$ cat config.mk
export PLATFORM = sky130hd
export DESIGN_NAME = edge_event_interrupt_card
export DESIGN_NICKNAME = d
export VERILOG_FILES = /design/src/edge_channel.v /design/src/edge_event_interrupt_card.v
export VERILOG_INCLUDE_DIRS = /design/src
export SDC_FILE = /design/constraint.sdc
export NUM_CORES = 1
export LEC_CHECK = 0
export BUFFER_PORTS_ARGS = -buffer_cell sky130_fd_sc_hd__buf_2
export CAP_MARGIN = 20
export CELL_PAD_IN_SITES_DETAIL_PLACEMENT = 1
export CELL_PAD_IN_SITES_GLOBAL_PLACEMENT = 1
export CORE_ASPECT_RATIO = 1.25
export CORE_UTILIZATION = 30
export DETAILED_ROUTE_END_ITERATION = 7
export PLACE_DENSITY = 0.61
export REMOVE_ABC_BUFFERS = 1
export SETUP_SLACK_MARGIN = 0.2
export SYNTH_ARGS = -nofsm -noshare
export SYNTH_HDL_FRONTEND = slang
export SYNTH_SLANG_ARGS = --single-unit
$ cat constraint.sdc
create_clock -name clock -period 4 [get_ports clock]
set_input_delay 1.2 -clock clock [delete_from_list [all_inputs] [get_ports clock]]
set_output_delay 1.2 -clock clock [all_outputs]
set_load 0.005 [all_outputs]
$ cat src/edge_card_map.vh
// Register offsets, field positions, reset values and timing counts of the edge event card
`ifndef EDGE_CARD_MAP_VH
`define EDGE_CARD_MAP_VH

// Register byte offsets
`define OFS_CTRL 8'h00
`define OFS_ADDR 8'h04
`define OFS_DATA 8'h08
`define OFS_RET 8'h0c
`define OFS_STAT 8'h10
`define OFS_ISTAT 8'h14
`define OFS_IMASK 8'h18

// Control word bits
`define CW_INPUT_SELECT 0
`define CW_SYS_OUT_EN 1
`define CW_INT_EN 2
`define CW_TIMING 3
`define CW_WIDTH 4

// Address cycle: gate bit
`define AD_GATE 0

// Return word: captured bits in 11:0, request bit above
`define NUM_CH 12
`define RET_IRQ 12

// Status bits
`define ST_ARMED 0
`define ST_FLAG 1
`define ST_ARM_PEND 2
`define ST_BYPASS 3

// Event bits (sticky status and mask share this layout)
`define EV_EDGE 0
`define EV_FLAG 1
`define EV_WIDTH 2

// Reset values
`define CTRL_RST 4'h0
`define IMASK_RST 2'h0

// Minimum persisting transition and clock rate
`define MIN_PULSE_NS 100
`define CLK_MHZ 40
`define FILT_CYC ((`MIN_PULSE_NS * `CLK_MHZ + 999) / 1000)

// AXI responses
`define RESP_OKAY 2'h0
`define RESP_SLVERR 2'h2

`endif

$ cat src/edge_channel.v
// One input channel: persistence filter, rise and fall detectors, storage latch
`timescale 1ns/1ps
`include "edge_card_map.vh"

module edge_channel (
  // Clock and reset
  input wire clock,
  input wire rst_sync_n,
  // Pin and control
  input wire pin,
  input wire clr,
  // Results
  output reg captured_ff,
  output wire edge_seen
);

  reg stable_ff;
  reg primed_ff;
  reg [2:0] cnt_ff;
  reg [2:0] nxt_cnt;
  reg nxt_stable;
  wire rise;
  wire fall;
  // Last count before a new level is believed
  localparam [31:0] filt_last = `FILT_CYC - 1;

  // Level must differ for the full count before it is believed
  always @* begin
    nxt_cnt = 3'h0;
    nxt_stable = stable_ff;
    if (!primed_ff) begin
      nxt_stable = pin;
    end else if (pin != stable_ff) begin
      if (cnt_ff == filt_last[2:0]) begin
        nxt_stable = pin;
      end else begin
        nxt_cnt = cnt_ff + 3'h1;
      end
    end
  end

  // First sample after reset is taken as the level, not as an edge
  always @(posedge clock or negedge rst_sync_n) begin
    if (!rst_sync_n) begin
      stable_ff <= 1'b0;
      primed_ff <= 1'b0;
      cnt_ff <= 3'h0;
    end else begin
      stable_ff <= nxt_stable;
      primed_ff <= 1'b1;
      cnt_ff <= nxt_cnt;
    end
  end

  // One rising and one falling detector per channel
  assign rise = primed_ff & nxt_stable & ~stable_ff;
  assign fall = primed_ff & ~nxt_stable & stable_ff;
  assign edge_seen = rise | fall;

  // New edge beats a clear in the same cycle, so nothing is lost
  always @(posedge clock or negedge rst_sync_n) begin
    if (!rst_sync_n) begin
      captured_ff <= 1'b0;
    end else begin
      captured_ff <= (captured_ff & ~clr) | edge_seen;
    end
  end

endmodule // edge_channel

$ cat src/edge_event_interrupt_card.v
// Edge event interrupt card: twelve captured inputs, arming logic and AXI4-Lite registers
// Summary of operation
// - Twelve channels, each with rise and fall detector into one latch.
// - Transitions lasting at least 100 ns are detected and latched.
// - Armed card requests an interrupt once any detector has captured.
// - System output enable bit is stored but has no effect here.
// - With bypass jumper, interrupt enable plus timing control word arms alone.
// - Flag line is driven only while the card is armed.
// - Ungated address in input mode returns captured bits plus request bit.
// - Write-back of return word clears only those captured bits.
// - Edges arriving during or after the read stay captured on channels that were clear in the read word.
// - All-zero output-mode data word disarms; capture keeps running.
`timescale 1ns/1ps
`include "edge_card_map.vh"

module edge_event_interrupt_card (
  // Clock and reset
  input wire clock,
  input wire rst_n,
  // Write address channel
  input wire [7:0] s_axi_awaddr,
  input wire s_axi_awvalid,
  output reg s_axi_awready,
  // Write data channel
  input wire [31:0] s_axi_wdata,
  input wire [3:0] s_axi_wstrb,
  input wire s_axi_wvalid,
  output reg s_axi_wready,
  // Write response channel
  output reg [1:0] s_axi_bresp,
  output reg s_axi_bvalid,
  input wire s_axi_bready,
  // Read address channel
  input wire [7:0] s_axi_araddr,
  input wire s_axi_arvalid,
  output reg s_axi_arready,
  // Read data channel
  output reg [31:0] s_axi_rdata,
  output reg [1:0] s_axi_rresp,
  output reg s_axi_rvalid,
  input wire s_axi_rready,
  // Process inputs and jumper
  input wire [`NUM_CH-1:0] event_in,
  input wire arm_bypass_jumper,
  // Mainframe flag line and interrupt
  output reg flag_ff,
  output reg flag_oe_ff,
  output reg irq_ff
);

  reg [1:0] rst_sync_ff;
  wire rst_sync_n;
  reg [7:0] aw_addr_ff;
  reg [31:0] w_data_ff;
  reg [3:0] w_strb_ff;
  reg [`CW_WIDTH-1:0] ctrl_ff;
  reg [`CW_WIDTH-1:0] nxt_ctrl;
  reg armed_ff;
  reg nxt_armed;
  reg arm_pend_ff;
  reg nxt_arm_pend;
  reg [`RET_IRQ:0] ret_ff;
  reg [`RET_IRQ:0] nxt_ret;
  reg [`EV_WIDTH-1:0] istat_ff;
  reg [`EV_WIDTH-1:0] imask_ff;
  reg [`EV_WIDTH-1:0] nxt_imask;
  reg [`EV_WIDTH-1:0] w1c;
  reg [`NUM_CH-1:0] clr_vec;
  reg [31:0] rd_mux;
  reg rd_hit;
  reg wr_hit;
  wire [31:0] wmask;
  wire [31:0] wval;
  wire wr_fire;
  wire rd_fire;
  wire [`NUM_CH-1:0] captured;
  wire [`NUM_CH-1:0] edge_vec;
  wire any_capt;
  wire req;
  wire [`EV_WIDTH-1:0] ev_set;

  // Reset released through two flops; only the second copy is used
  always @(posedge clock or negedge rst_n) begin
    if (!rst_n) begin
      rst_sync_ff <= 2'h0;
    end else begin
      rst_sync_ff <= {rst_sync_ff[0], 1'b1};
    end
  end
  assign rst_sync_n = rst_sync_ff[1];

  // Twelve identical channels
  // Each filters its pin, detects both edges and keeps its own latch
  genvar gi;
  generate
    for (gi = 0; gi < `NUM_CH; gi = gi + 1) begin : g_ch
      edge_channel u_ch (
        .clock(clock),
        .rst_sync_n(rst_sync_n),
        .pin(event_in[gi]),
        .clr(clr_vec[gi]),
        .captured_ff(captured[gi]),
        .edge_seen(edge_vec[gi])
      );
    end
  endgenerate

  // Latches keep capturing while disarmed; only the request is gated
  assign any_capt = |captured;
  // Request exists only when armed and something is latched
  assign req = armed_ff & any_capt;

  // Byte lanes from the write strobes
  assign wmask = {{8{w_strb_ff[3]}}, {8{w_strb_ff[2]}},
                  {8{w_strb_ff[1]}}, {8{w_strb_ff[0]}}};
  assign wval = w_data_ff & wmask;

  // Write fires once both address and data are held and no response waits
  // Both readies low already mark the halves held, so no extra state is kept
  assign wr_fire = ~s_axi_awready & ~s_axi_wready & ~s_axi_bvalid;
  assign rd_fire = s_axi_arvalid & s_axi_arready;

  // Decode of the held write address
  always @* begin
    case (aw_addr_ff)
      `OFS_CTRL, `OFS_ADDR, `OFS_DATA, `OFS_RET,
      `OFS_STAT, `OFS_ISTAT, `OFS_IMASK: wr_hit = 1'b1;
      default: wr_hit = 1'b0;
    endcase
  end

  // Control word, arming, output data and address cycles
  always @* begin
    nxt_ctrl = ctrl_ff;
    nxt_armed = armed_ff;
    nxt_arm_pend = arm_pend_ff;
    nxt_ret = ret_ff;
    nxt_imask = imask_ff;
    clr_vec = {`NUM_CH{1'b0}};
    w1c = {`EV_WIDTH{1'b0}};
    if (wr_fire) begin
      case (aw_addr_ff)
        `OFS_CTRL: begin
          // System enable bit is kept for readback only
          nxt_ctrl = (ctrl_ff & ~wmask[`CW_WIDTH-1:0])
                     | wval[`CW_WIDTH-1:0];
          if (nxt_ctrl[`CW_INT_EN] && nxt_ctrl[`CW_TIMING] &&
              (arm_pend_ff || arm_bypass_jumper)) begin
            nxt_armed = 1'b1;
            nxt_arm_pend = 1'b0;
          end
        end
        `OFS_ADDR: begin
          if (ctrl_ff[`CW_INPUT_SELECT]) begin
            if (wval[`AD_GATE]) begin
              nxt_arm_pend = 1'b1;
            end else begin
              nxt_ret = {req, captured};
            end
          end
        end
        `OFS_DATA: begin
          // Input mode ignores data words
          // A zero word only disarms; capture itself never stops
          if (!ctrl_ff[`CW_INPUT_SELECT]) begin
            if (wval[`NUM_CH-1:0] == {`NUM_CH{1'b0}}) begin
              nxt_armed = 1'b0;
              nxt_arm_pend = 1'b0;
            end else begin
              clr_vec = wval[`NUM_CH-1:0];
            end
          end
        end
        `OFS_ISTAT: begin
          w1c = wval[`EV_WIDTH-1:0];
        end
        `OFS_IMASK: begin
          nxt_imask = (imask_ff & ~wmask[`EV_WIDTH-1:0])
                      | wval[`EV_WIDTH-1:0];
        end
        default: begin
          nxt_ctrl = ctrl_ff;
        end
      endcase
    end
  end

  // Control word register
  always @(posedge clock or negedge rst_sync_n) begin
    if (!rst_sync_n) begin
      ctrl_ff <= `CTRL_RST;
    end else begin
      ctrl_ff <= nxt_ctrl;
    end
  end

  // Arming state; a pending gate survives until arming or disarm
  always @(posedge clock or negedge rst_sync_n) begin
    if (!rst_sync_n) begin
      armed_ff <= 1'b0;
      arm_pend_ff <= 1'b0;
    end else begin
      armed_ff <= nxt_armed;
      arm_pend_ff <= nxt_arm_pend;
    end
  end

  // Return snapshot; held so later edges cannot alter a finished read
  always @(posedge clock or negedge rst_sync_n) begin
    if (!rst_sync_n) begin
      ret_ff <= {(`RET_IRQ+1){1'b0}};
    end else begin
      ret_ff <= nxt_ret;
    end
  end

  // Interrupt mask
  always @(posedge clock or negedge rst_sync_n) begin
    if (!rst_sync_n) begin
      imask_ff <= `IMASK_RST;
    end else begin
      imask_ff <= nxt_imask;
    end
  end

  // Events: any new edge, and the flag request rising
  assign ev_set[`EV_EDGE] = |edge_vec;
  assign ev_set[`EV_FLAG] = req & ~flag_ff;

  // Sticky status; a set in the clearing cycle wins
  always @(posedge clock or negedge rst_sync_n) begin
    if (!rst_sync_n) begin
      istat_ff <= {`EV_WIDTH{1'b0}};
    end else begin
      istat_ff <= (istat_ff & ~w1c) | ev_set;
    end
  end

  // Flag line driven only while armed; the line is shared with other cards
  always @(posedge clock or negedge rst_sync_n) begin
    if (!rst_sync_n) begin
      flag_ff <= 1'b0;
      flag_oe_ff <= 1'b0;
    end else begin
      flag_ff <= req;
      flag_oe_ff <= armed_ff;
    end
  end

  // Level interrupt from unmasked sticky status
  always @(posedge clock or negedge rst_sync_n) begin
    if (!rst_sync_n) begin
      irq_ff <= 1'b0;
    end else begin
      irq_ff <= |(istat_ff & imask_ff);
    end
  end

  // Write address: taken once, reopened only after the response is taken
  always @(posedge clock or negedge rst_sync_n) begin
    if (!rst_sync_n) begin
      s_axi_awready <= 1'b1;
      aw_addr_ff <= 8'h00;
    end else if (s_axi_awvalid && s_axi_awready) begin
      aw_addr_ff <= s_axi_awaddr;
      s_axi_awready <= 1'b0;
    end else if (s_axi_bvalid && s_axi_bready) begin
      s_axi_awready <= 1'b1;
    end
  end

  // Write data: its own handshake, in either order against the address
  always @(posedge clock or negedge rst_sync_n) begin
    if (!rst_sync_n) begin
      s_axi_wready <= 1'b1;
      w_data_ff <= 32'h0000_0000;
      w_strb_ff <= 4'h0;
    end else if (s_axi_wvalid && s_axi_wready) begin
      w_data_ff <= s_axi_wdata;
      w_strb_ff <= s_axi_wstrb;
      s_axi_wready <= 1'b0;
    end else if (s_axi_bvalid && s_axi_bready) begin
      s_axi_wready <= 1'b1;
    end
  end

  // Response once both halves are held; unmapped offsets answer an error
  always @(posedge clock or negedge rst_sync_n) begin
    if (!rst_sync_n) begin
      s_axi_bvalid <= 1'b0;
      s_axi_bresp <= `RESP_OKAY;
    end else if (wr_fire) begin
      s_axi_bvalid <= 1'b1;
      s_axi_bresp <= wr_hit ? `RESP_OKAY : `RESP_SLVERR;
    end else if (s_axi_bvalid && s_axi_bready) begin
      s_axi_bvalid <= 1'b0;
    end
  end

  // Read mux; unmapped offsets read zero with an error response
  always @* begin
    rd_mux = 32'h0000_0000;
    rd_hit = 1'b1;
    case (s_axi_araddr)
      `OFS_CTRL: rd_mux[`CW_WIDTH-1:0] = ctrl_ff;
      `OFS_ADDR: rd_mux = 32'h0000_0000;
      `OFS_DATA: rd_mux[`NUM_CH-1:0] = captured;
      `OFS_RET: rd_mux[`RET_IRQ:0] = ret_ff;
      `OFS_STAT: begin
        rd_mux[`ST_ARMED] = armed_ff;
        rd_mux[`ST_FLAG] = req;
        rd_mux[`ST_ARM_PEND] = arm_pend_ff;
        rd_mux[`ST_BYPASS] = arm_bypass_jumper;
      end
      `OFS_ISTAT: rd_mux[`EV_WIDTH-1:0] = istat_ff;
      `OFS_IMASK: rd_mux[`EV_WIDTH-1:0] = imask_ff;
      default: rd_hit = 1'b0;
    endcase
  end

  // Read channel: one read in flight, answer the cycle after acceptance
  always @(posedge clock or negedge rst_sync_n) begin
    if (!rst_sync_n) begin
      s_axi_arready <= 1'b1;
      s_axi_rvalid <= 1'b0;
      s_axi_rdata <= 32'h0000_0000;
      s_axi_rresp <= `RESP_OKAY;
    end else begin
      if (rd_fire) begin
        s_axi_arready <= 1'b0;
        s_axi_rvalid <= 1'b1;
        s_axi_rdata <= rd_mux;
        s_axi_rresp <= rd_hit ? `RESP_OKAY : `RESP_SLVERR;
      end else if (s_axi_rvalid && s_axi_rready) begin
        s_axi_rvalid <= 1'b0;
        s_axi_arready <= 1'b1;
      end
    end
  end

endmodule // edge_event_interrupt_card

**Word level (Yosys, flattened, before mapping)**

Index checks and enable logic that the tools add are counted.
Widths: inputs -> output; s select.

- Input port bits: 72
- Output and inout port bits: 44
- Logic and storage cells: 381
- Register bits after elaboration: 133

- Mux-type cells: 103
- Reductions and logical operators: 26
- Add/subtract/negate cells: 12
- Bitwise gates (word level): 141
- Equal/unequal tests: 41

Operators with widths:

| kind | number |
|---|---|
| $mux 3 | 36 |
| $and 1x1->1 | 65 |
| $mux 1 | 54 |
| $eq 8x5->1 const B | 6 |
| $mux 12 | 4 |
| $not 1->1 | 41 |
| $add 3x1->3 const B | 12 |
| $eq 3x2->1 const B | 12 |
| $eq 8x4->1 const B | 4 |
| $or 1x1->1 | 24 |
| $reduce_or 12->1 | 2 |
| $eq 8x3->1 const B | 2 |
| $logic_not 8->1 | 2 |
| $pmux 8 s2 | 1 |
| $reduce_or 7->1 | 2 |
| $and 12x12->12 | 1 |
| $logic_not 12->1 | 1 |
| $ne 1x1->1 | 12 |
| $pmux 2 s6 | 1 |
| $ne 2x2->1 const B | 5 |
| $reduce_bool 2->1 | 5 |
| $mux 2 | 4 |
| $pmux 2 s4 | 1 |
| $reduce_and 7->1 | 1 |
| other kinds (15) | 25 |

**Logic depth before layout (Yosys ltp)**

- Depth in word-level cells: 10
- Mapped depth: 7
- Gate-level depth less buffers: 6

**Cells and area by module**

Synthesis repeated with hierarchy kept, for this count alone.

- Cells, all modules: 518
- Area, all modules: 6393.6 sq um

By module, submodules not included:

| module | cells each | sequential area each (sq um) | area an instance (sq um) | times used |
|---|---|---|---|---|
| edge_event_interrupt_card | 290 | 1755.4 | 3345.7 | 1 |
| edge_channel | 19 | 150.1 | 254.0 | 12 |

**Worst setup path after synthesis**

Ideal clock, no wire load.

- Path kind: input to register
- Start point: input s_axi_araddr[3]
- End point: register s_axi_rdata[0]
- Setup slack: 1535 ps
- Setup time: 83 ps
- Required time: 3917 ps
- Data arrival time: 2382 ps
- Stages: 6
- Path through: buf_2 > nor2_1 > a22oi_1 > and3_1 > o32a_1 > o21ai_0

- Cells in the longest elaborated chain, start to end: 2
- Elaborated cells on any way between the ends: 7
- Classes of those cells: eq/ne (5); mux (1); reduce/logical (1)

RTL lines:

| item | line | RTL |
|---|---|---|
| start: declaration | edge_event_interrupt_card.v:34 | `input wire [7:0] s_axi_araddr,` |
| $eq 8x5->1, or another cell as far along | edge_event_interrupt_card.v:304 | `case (s_axi_araddr)` |
| $pmux 2 s6 (*) | edge_event_interrupt_card.v:304 |  |
| end signal: assignment | edge_event_interrupt_card.v:332 | `s_axi_rdata <= rd_mux;` |
| end: declaration | edge_event_interrupt_card.v:38 | `output reg [31:0] s_axi_rdata,` |

Every way passes the cells marked *; elsewhere a longest branch is shown, timed or not.
A chain may end at the register's enable or synchronous reset.

**Final worst setup path**

- Start point: input s_axi_araddr[2]
- End point: register s_axi_rdata[0]

The elaborated chain is that of the path after synthesis.

==> results_tabular.tex <==
\begin{tabular}{lr}
\hline
Metric & Value \\
\hline
\multicolumn{2}{l}{\textbf{Finish}} \\
\quad Fraction of layout instances using a drive strength above 1 & 28.14\% \\
\quad Area Overhead vs Synth & 20.20\% \\
\quad Final Net Count & 661 \\
\quad Final Core Density & 36.69\% \\
\quad Antenna diode instance count & 0 \\
\multicolumn{2}{l}{\textbf{Clocking}} \\
\quad Clock tree buffer depth & 2 \\
\quad Clock latency at the later pin of the worst-skew pair & 410 ps \\
\quad Root Driver & clkbuf\_16 \\
\quad Post-cts resize count & 0 \\
\quad CTS tree & built \\
\quad Number of buffers inserted by post-CTS setup repair & 0 \\
\quad Deepest level of the CTS H-tree & 4 \\
\quad Clock transition at the registers of the reported paths & 50 ps \\
\quad Clock Sink Count & 131 \\
\quad Post-CTS Hold Buffers & 0 \\
\quad Total CTS buffers & 17 \\
\multicolumn{2}{l}{\textbf{Die}} \\
\quad CORE AREA & 0.01940 mm² \\
\quad Initial Util & 30.52\% \\
\quad Die ar. & 0.02030 mm² \\
\quad Die extent in x & 127.7 µm \\
\quad Number of top-level pins & 116 \\
\quad Number of placement rows & 57 \\
\quad Vertical extent of the die & 159.1 µm \\
\multicolumn{2}{l}{\textbf{Worst setup path}} \\
\quad Reg2reg setup slack & 1900 ps \\
\quad Startpoint type of the worst setup path & input pin \\
\quad Endpoint of the most critical register-to-register path & g\_ch[7].u\_ch.captured\_ff\$\_DFF\_PN0\_ \\
\quad Highest-delay cell along the critical path & nor2\_1 \\
\quad Maximum cell stage delay along the critical path & 430 ps \\
\quad Crit path capture type & flip-flop \\
\quad R2R depth & 5 \\
\quad Cell-by-cell trace of the critical path & buf\_2, nor2\_1, a22oi\_1, and3\_1, o32a\_1, o21ai\_0 \\
\quad Beginning of the worst register-to-register path & aw\_addr\_ff[0]\$\_DFFE\_PN0P\_ \\
\quad Data required, critical path & 4320 ps \\
\quad Start-to-end type of the worst setup path & input pin to flip-flop \\
\quad CP Launch Point & s\_axi\_araddr[2] \\
\quad CP max FO & 18 \\
\quad Worst endpoint data arrival time & 2690 ps \\
\multicolumn{2}{l}{\textbf{STA}} \\
\quad Worst Skew & 6.159 ps \\
\quad Final period util & 59.20\% \\
\quad Worst Max-Slew Pin Slew & 985.9 ps \\
\quad Final setup vio count & 0 \\
\quad Final worst path period need & 2368 ps \\
\quad Final setup margin & 1632 ps \\
\quad Total Neg Setup Slack & 0 ps \\
\quad Worst hold slack across all endpoints & 358.4 ps \\
\quad Number of pins with negative max-slew slack in the final report & 0 \\
\quad Count of endpoints failing hold in the final timing report & 0 \\
\quad F\_max & 422.3 MHz \\
\quad Worst relative slew slack & 34.27\% \\
\quad Setup repair after global routing missed its margin & no \\
\multicolumn{2}{l}{\textbf{Pwr}} \\
\quad P\_leak & 0.003354 µW \\
\quad Fraction of power spent switching nets & 27.17\% \\
\quad Portion of total power attributed to the clock network & 39.8\% \\
\quad Power density relative to cell area & 571.1 mW/mm² \\
\quad Net switching power & 1104 µW \\
\quad Internal Dissipation & 2960 µW \\
\quad Maximum VDD drop & 0.0003066 V \\
\quad Relative contribution of sequential cells to total power & 45.5\% \\
\quad Power share of the combinational group & 14.7\% \\
\multicolumn{2}{l}{\textbf{Routing}} \\
\quad Post-route ant nets & 0 \\
\quad Number of DRC violations after detailed routing & 0 \\
\quad Number of violations reported at the end of detailed-routing iteration 0 & 57 \\
\quad Routed via count & 3989 \\
\quad Vias per cell & 4.665 \\
\quad Routed len/inst & 15.81 µm \\
\quad Final WL & 13510 µm \\
\quad First-pass detailed-route iteration total & 4 \\
\multicolumn{2}{l}{\textbf{Yosys}} \\
\quad Synthesized area per cell & 11.87 µm² \\
\quad Register bit count reported by yosys & 131 \\
\quad Adder-cell area share of the yosys netlist & 2.536\% \\
\quad Compound-gate portion of the synthesized area & 6.910\% \\
\quad Number of enable flip-flop cells after synthesis & 0 \\
\quad Most area-hungry cell type in the Yosys netlist & dfrtp\_1 \\
\quad Number of different library cells in the post-synthesis netlist & 46 \\
\quad Portion of netlist area occupied by mux cells & 13.14\% \\
\quad Seq/Total Area, Yosys & 55.43\% \\
\quad Total of warnings raised by yosys & 0 \\
\quad Gate count of the mapped netlist & 499 \\
\quad Most area-consuming cells after synthesis & dfrtp\_1, mux2\_2, nand2\_1 \\
\quad Combinational family with the most area after synthesis & simple AND/OR/NAND/NOR gates \\
\quad Async SR Flop Fraction & 100.0\% \\
\quad Xor and xnor area share after synthesis & 1.923\% \\
\quad Post-synth top area share & 54.10\% \\
\quad Most used flip-flop cell after synthesis & dfrtp\_1 \\
\quad Synth Area in Simple Gates & 15.55\% \\
\quad Area of the mapped netlist & 0.005921 mm² \\
\multicolumn{2}{l}{\textbf{Global route}} \\
\quad Global-route wire length before repair & 22790 µm \\
\quad Via count of the first global-routing pass & 4362 \\
\quad Initial antenna violation count & 0 \\
\quad Pin count of the biggest net entering global routing & 74 \\
\quad Leftover overflow at the end of global routing & 0 \\
\quad Overall track demand over capacity in global routing & 14.45\% \\
\multicolumn{2}{l}{\textbf{Placement}} \\
\quad Count of buffers inserted at the top-level ports & 72 \\
\quad GP Congestion & 0.7125 \\
\quad Estimated wirelength of the detail-placed design & 9913 µm \\
\quad Post-Place Worst Slack & 1206 ps \\
\multicolumn{2}{l}{\textbf{Run}} \\
\quad Count of max-cap constraint violations & 0 \\
\multicolumn{2}{l}{\textbf{Outcome}} \\
\quad Outcome & complete, no violations \\
\multicolumn{2}{l}{\textbf{Hold path}} \\
\quad Hold path start & rst\_sync\_ff[0]\$\_DFF\_PN0\_ \\
\quad Hold endpoint & rst\_sync\_ff[1]\$\_DFF\_PN0\_ \\
\quad Instance count along the most critical hold path & 0 \\
\quad Hold crit path type & flip-flop to flip-flop \\
\hline
\end{tabular}
## power by group through the flow
stage / clock network (µW) / registers, µW / logic [µW]
2_1_floorplan: 0 / 1780 / 409
3_3_place_gp: 0 / 1860 / 577
3_5_place_dp: 0 / 1880 / 605
4_1_cts: 1660 / 1850 / 610
5_1_grt: 1720 / 1890 / 672
6_report: 1620 / 1850 / 598
## cells in the mapped netlist, drive strengths merged, types with 7 or more instances
cell type	instances
a31oi	14
clkbuf	12
mux2i	14
ha	12
nand2	52
buf	27
nand2b	7
mux2	54
nand3	16
nor2b	16
o21ai	17
nor3	15
dfrtp	128
xor2	12
nor2	15
o31ai	11
nor3b	22
## worst max-delay path, delay by kind of cell
family	cells	cell delay, ps
AOI/OAI and AO/OA	3	630
and+or+nand+nor	2	620
buffers and inverters	1	250
## state kept, by name (all words and copies together) (netlist names), 2 cells and up, named ones only
name	flops
rst_sync_ff	2
s_axi_rdata	13
ctrl_ff	2
w_data_ff	12
aw_addr_ff	8
ret_ff	13
g_ch.u_ch.stable_ff	12
g_ch.u_ch.cnt_ff	36
w_strb_ff	2
istat_ff	2
g_ch.u_ch.captured_ff	12
## area by class of cell
type / count / area (µm²)
Timing Repair Buffer: 77 / 397.9
Tap cell: 265 / 331.6
Clock inverter: 3 / 90.09
Multi-Input combinational cell: 344 / 2459
Clock buffer: 29 / 530.5
Sequential cell: 131 / 3286
Inverter: 6 / 22.52
Fill cell: 2184 / 12280
## logic make-up (layout without fill, tap and decap cells)
| group | Yosys count | after routing |
|---|---|---|
| AOI/OAI and AO/OA | 62 | 62 |
| xor gates and xnor gates | 13 | 13 |
| muxes | 68 | 68 |
| other | 2 | 23 |
| adders and majority gates | 12 | 12 |
| and+or+nand+nor | 166 | 166 |
| DFF | 131 | 131 |
| buffers and inverters | 45 | 115 |
## layer usage
metal | vias up | wire length, µm | track usage, %
met5 | - | 0 | 0
met4 | 0 | 280 | 5.829
met3 | 16 | 376 | 3.058
met2 | 72 | 7136 | 25.09
met1 | 2016 | 5722 | 17.29
li1 | 1885 | - | -
## worst max path at each step
| stage | depth (start not counted) | end |
|---|---|---|
| after floorplan | 0 | async pin |
| after global placement | 6 | s_axi_rdata[0]$_DFFE_PN0P_ |
| after detailed placement | 6 | s_axi_rdata[0]$_DFFE_PN0P_ |
| after CTS | 6 | s_axi_rdata[0]$_DFFE_PN0P_ |
| after global routing | 6 | s_axi_rdata[0]$_DFFE_PN0P_ |
| final | 6 | s_axi_rdata[0]$_DFFE_PN0P_ |
## stage by stage
step	std cells	area [µm²]	total power, µW
after floorplan	481	5763	2191
after global placement	823	6496	2436
after detailed placement	823	6496	2481
after CTS	855	7117	4124
after global routing	855	7117	4289
final	855	7117	4064
## cells in the final DEF, fill, tap and decap left out, drive strengths merged
cell type,instances
nand2,52
nor2,15
a22oi,5
o31ai,11
clkbuf,29
dfrtp,128
buf,77
nand4b,3
o32a,1
ha,12
nand4,4
conb,23
bufinv,3
o2bb2ai,1
nor4b,1
nor2b,16
a21oi,3
nand3,16
xor2,12
mux2i,14
inv,6
a22o,3
nor4,5
nor3b,22
and4,1
and3,6
mux2,54
nand2b,7
a21o,4
nor3,15
a31oi,14
o41ai,1
o21ai,17
xnor2,1
dfstp,3
a211o,1
or4,3
a2111oi,1
(Power assumes the default switching activity.)
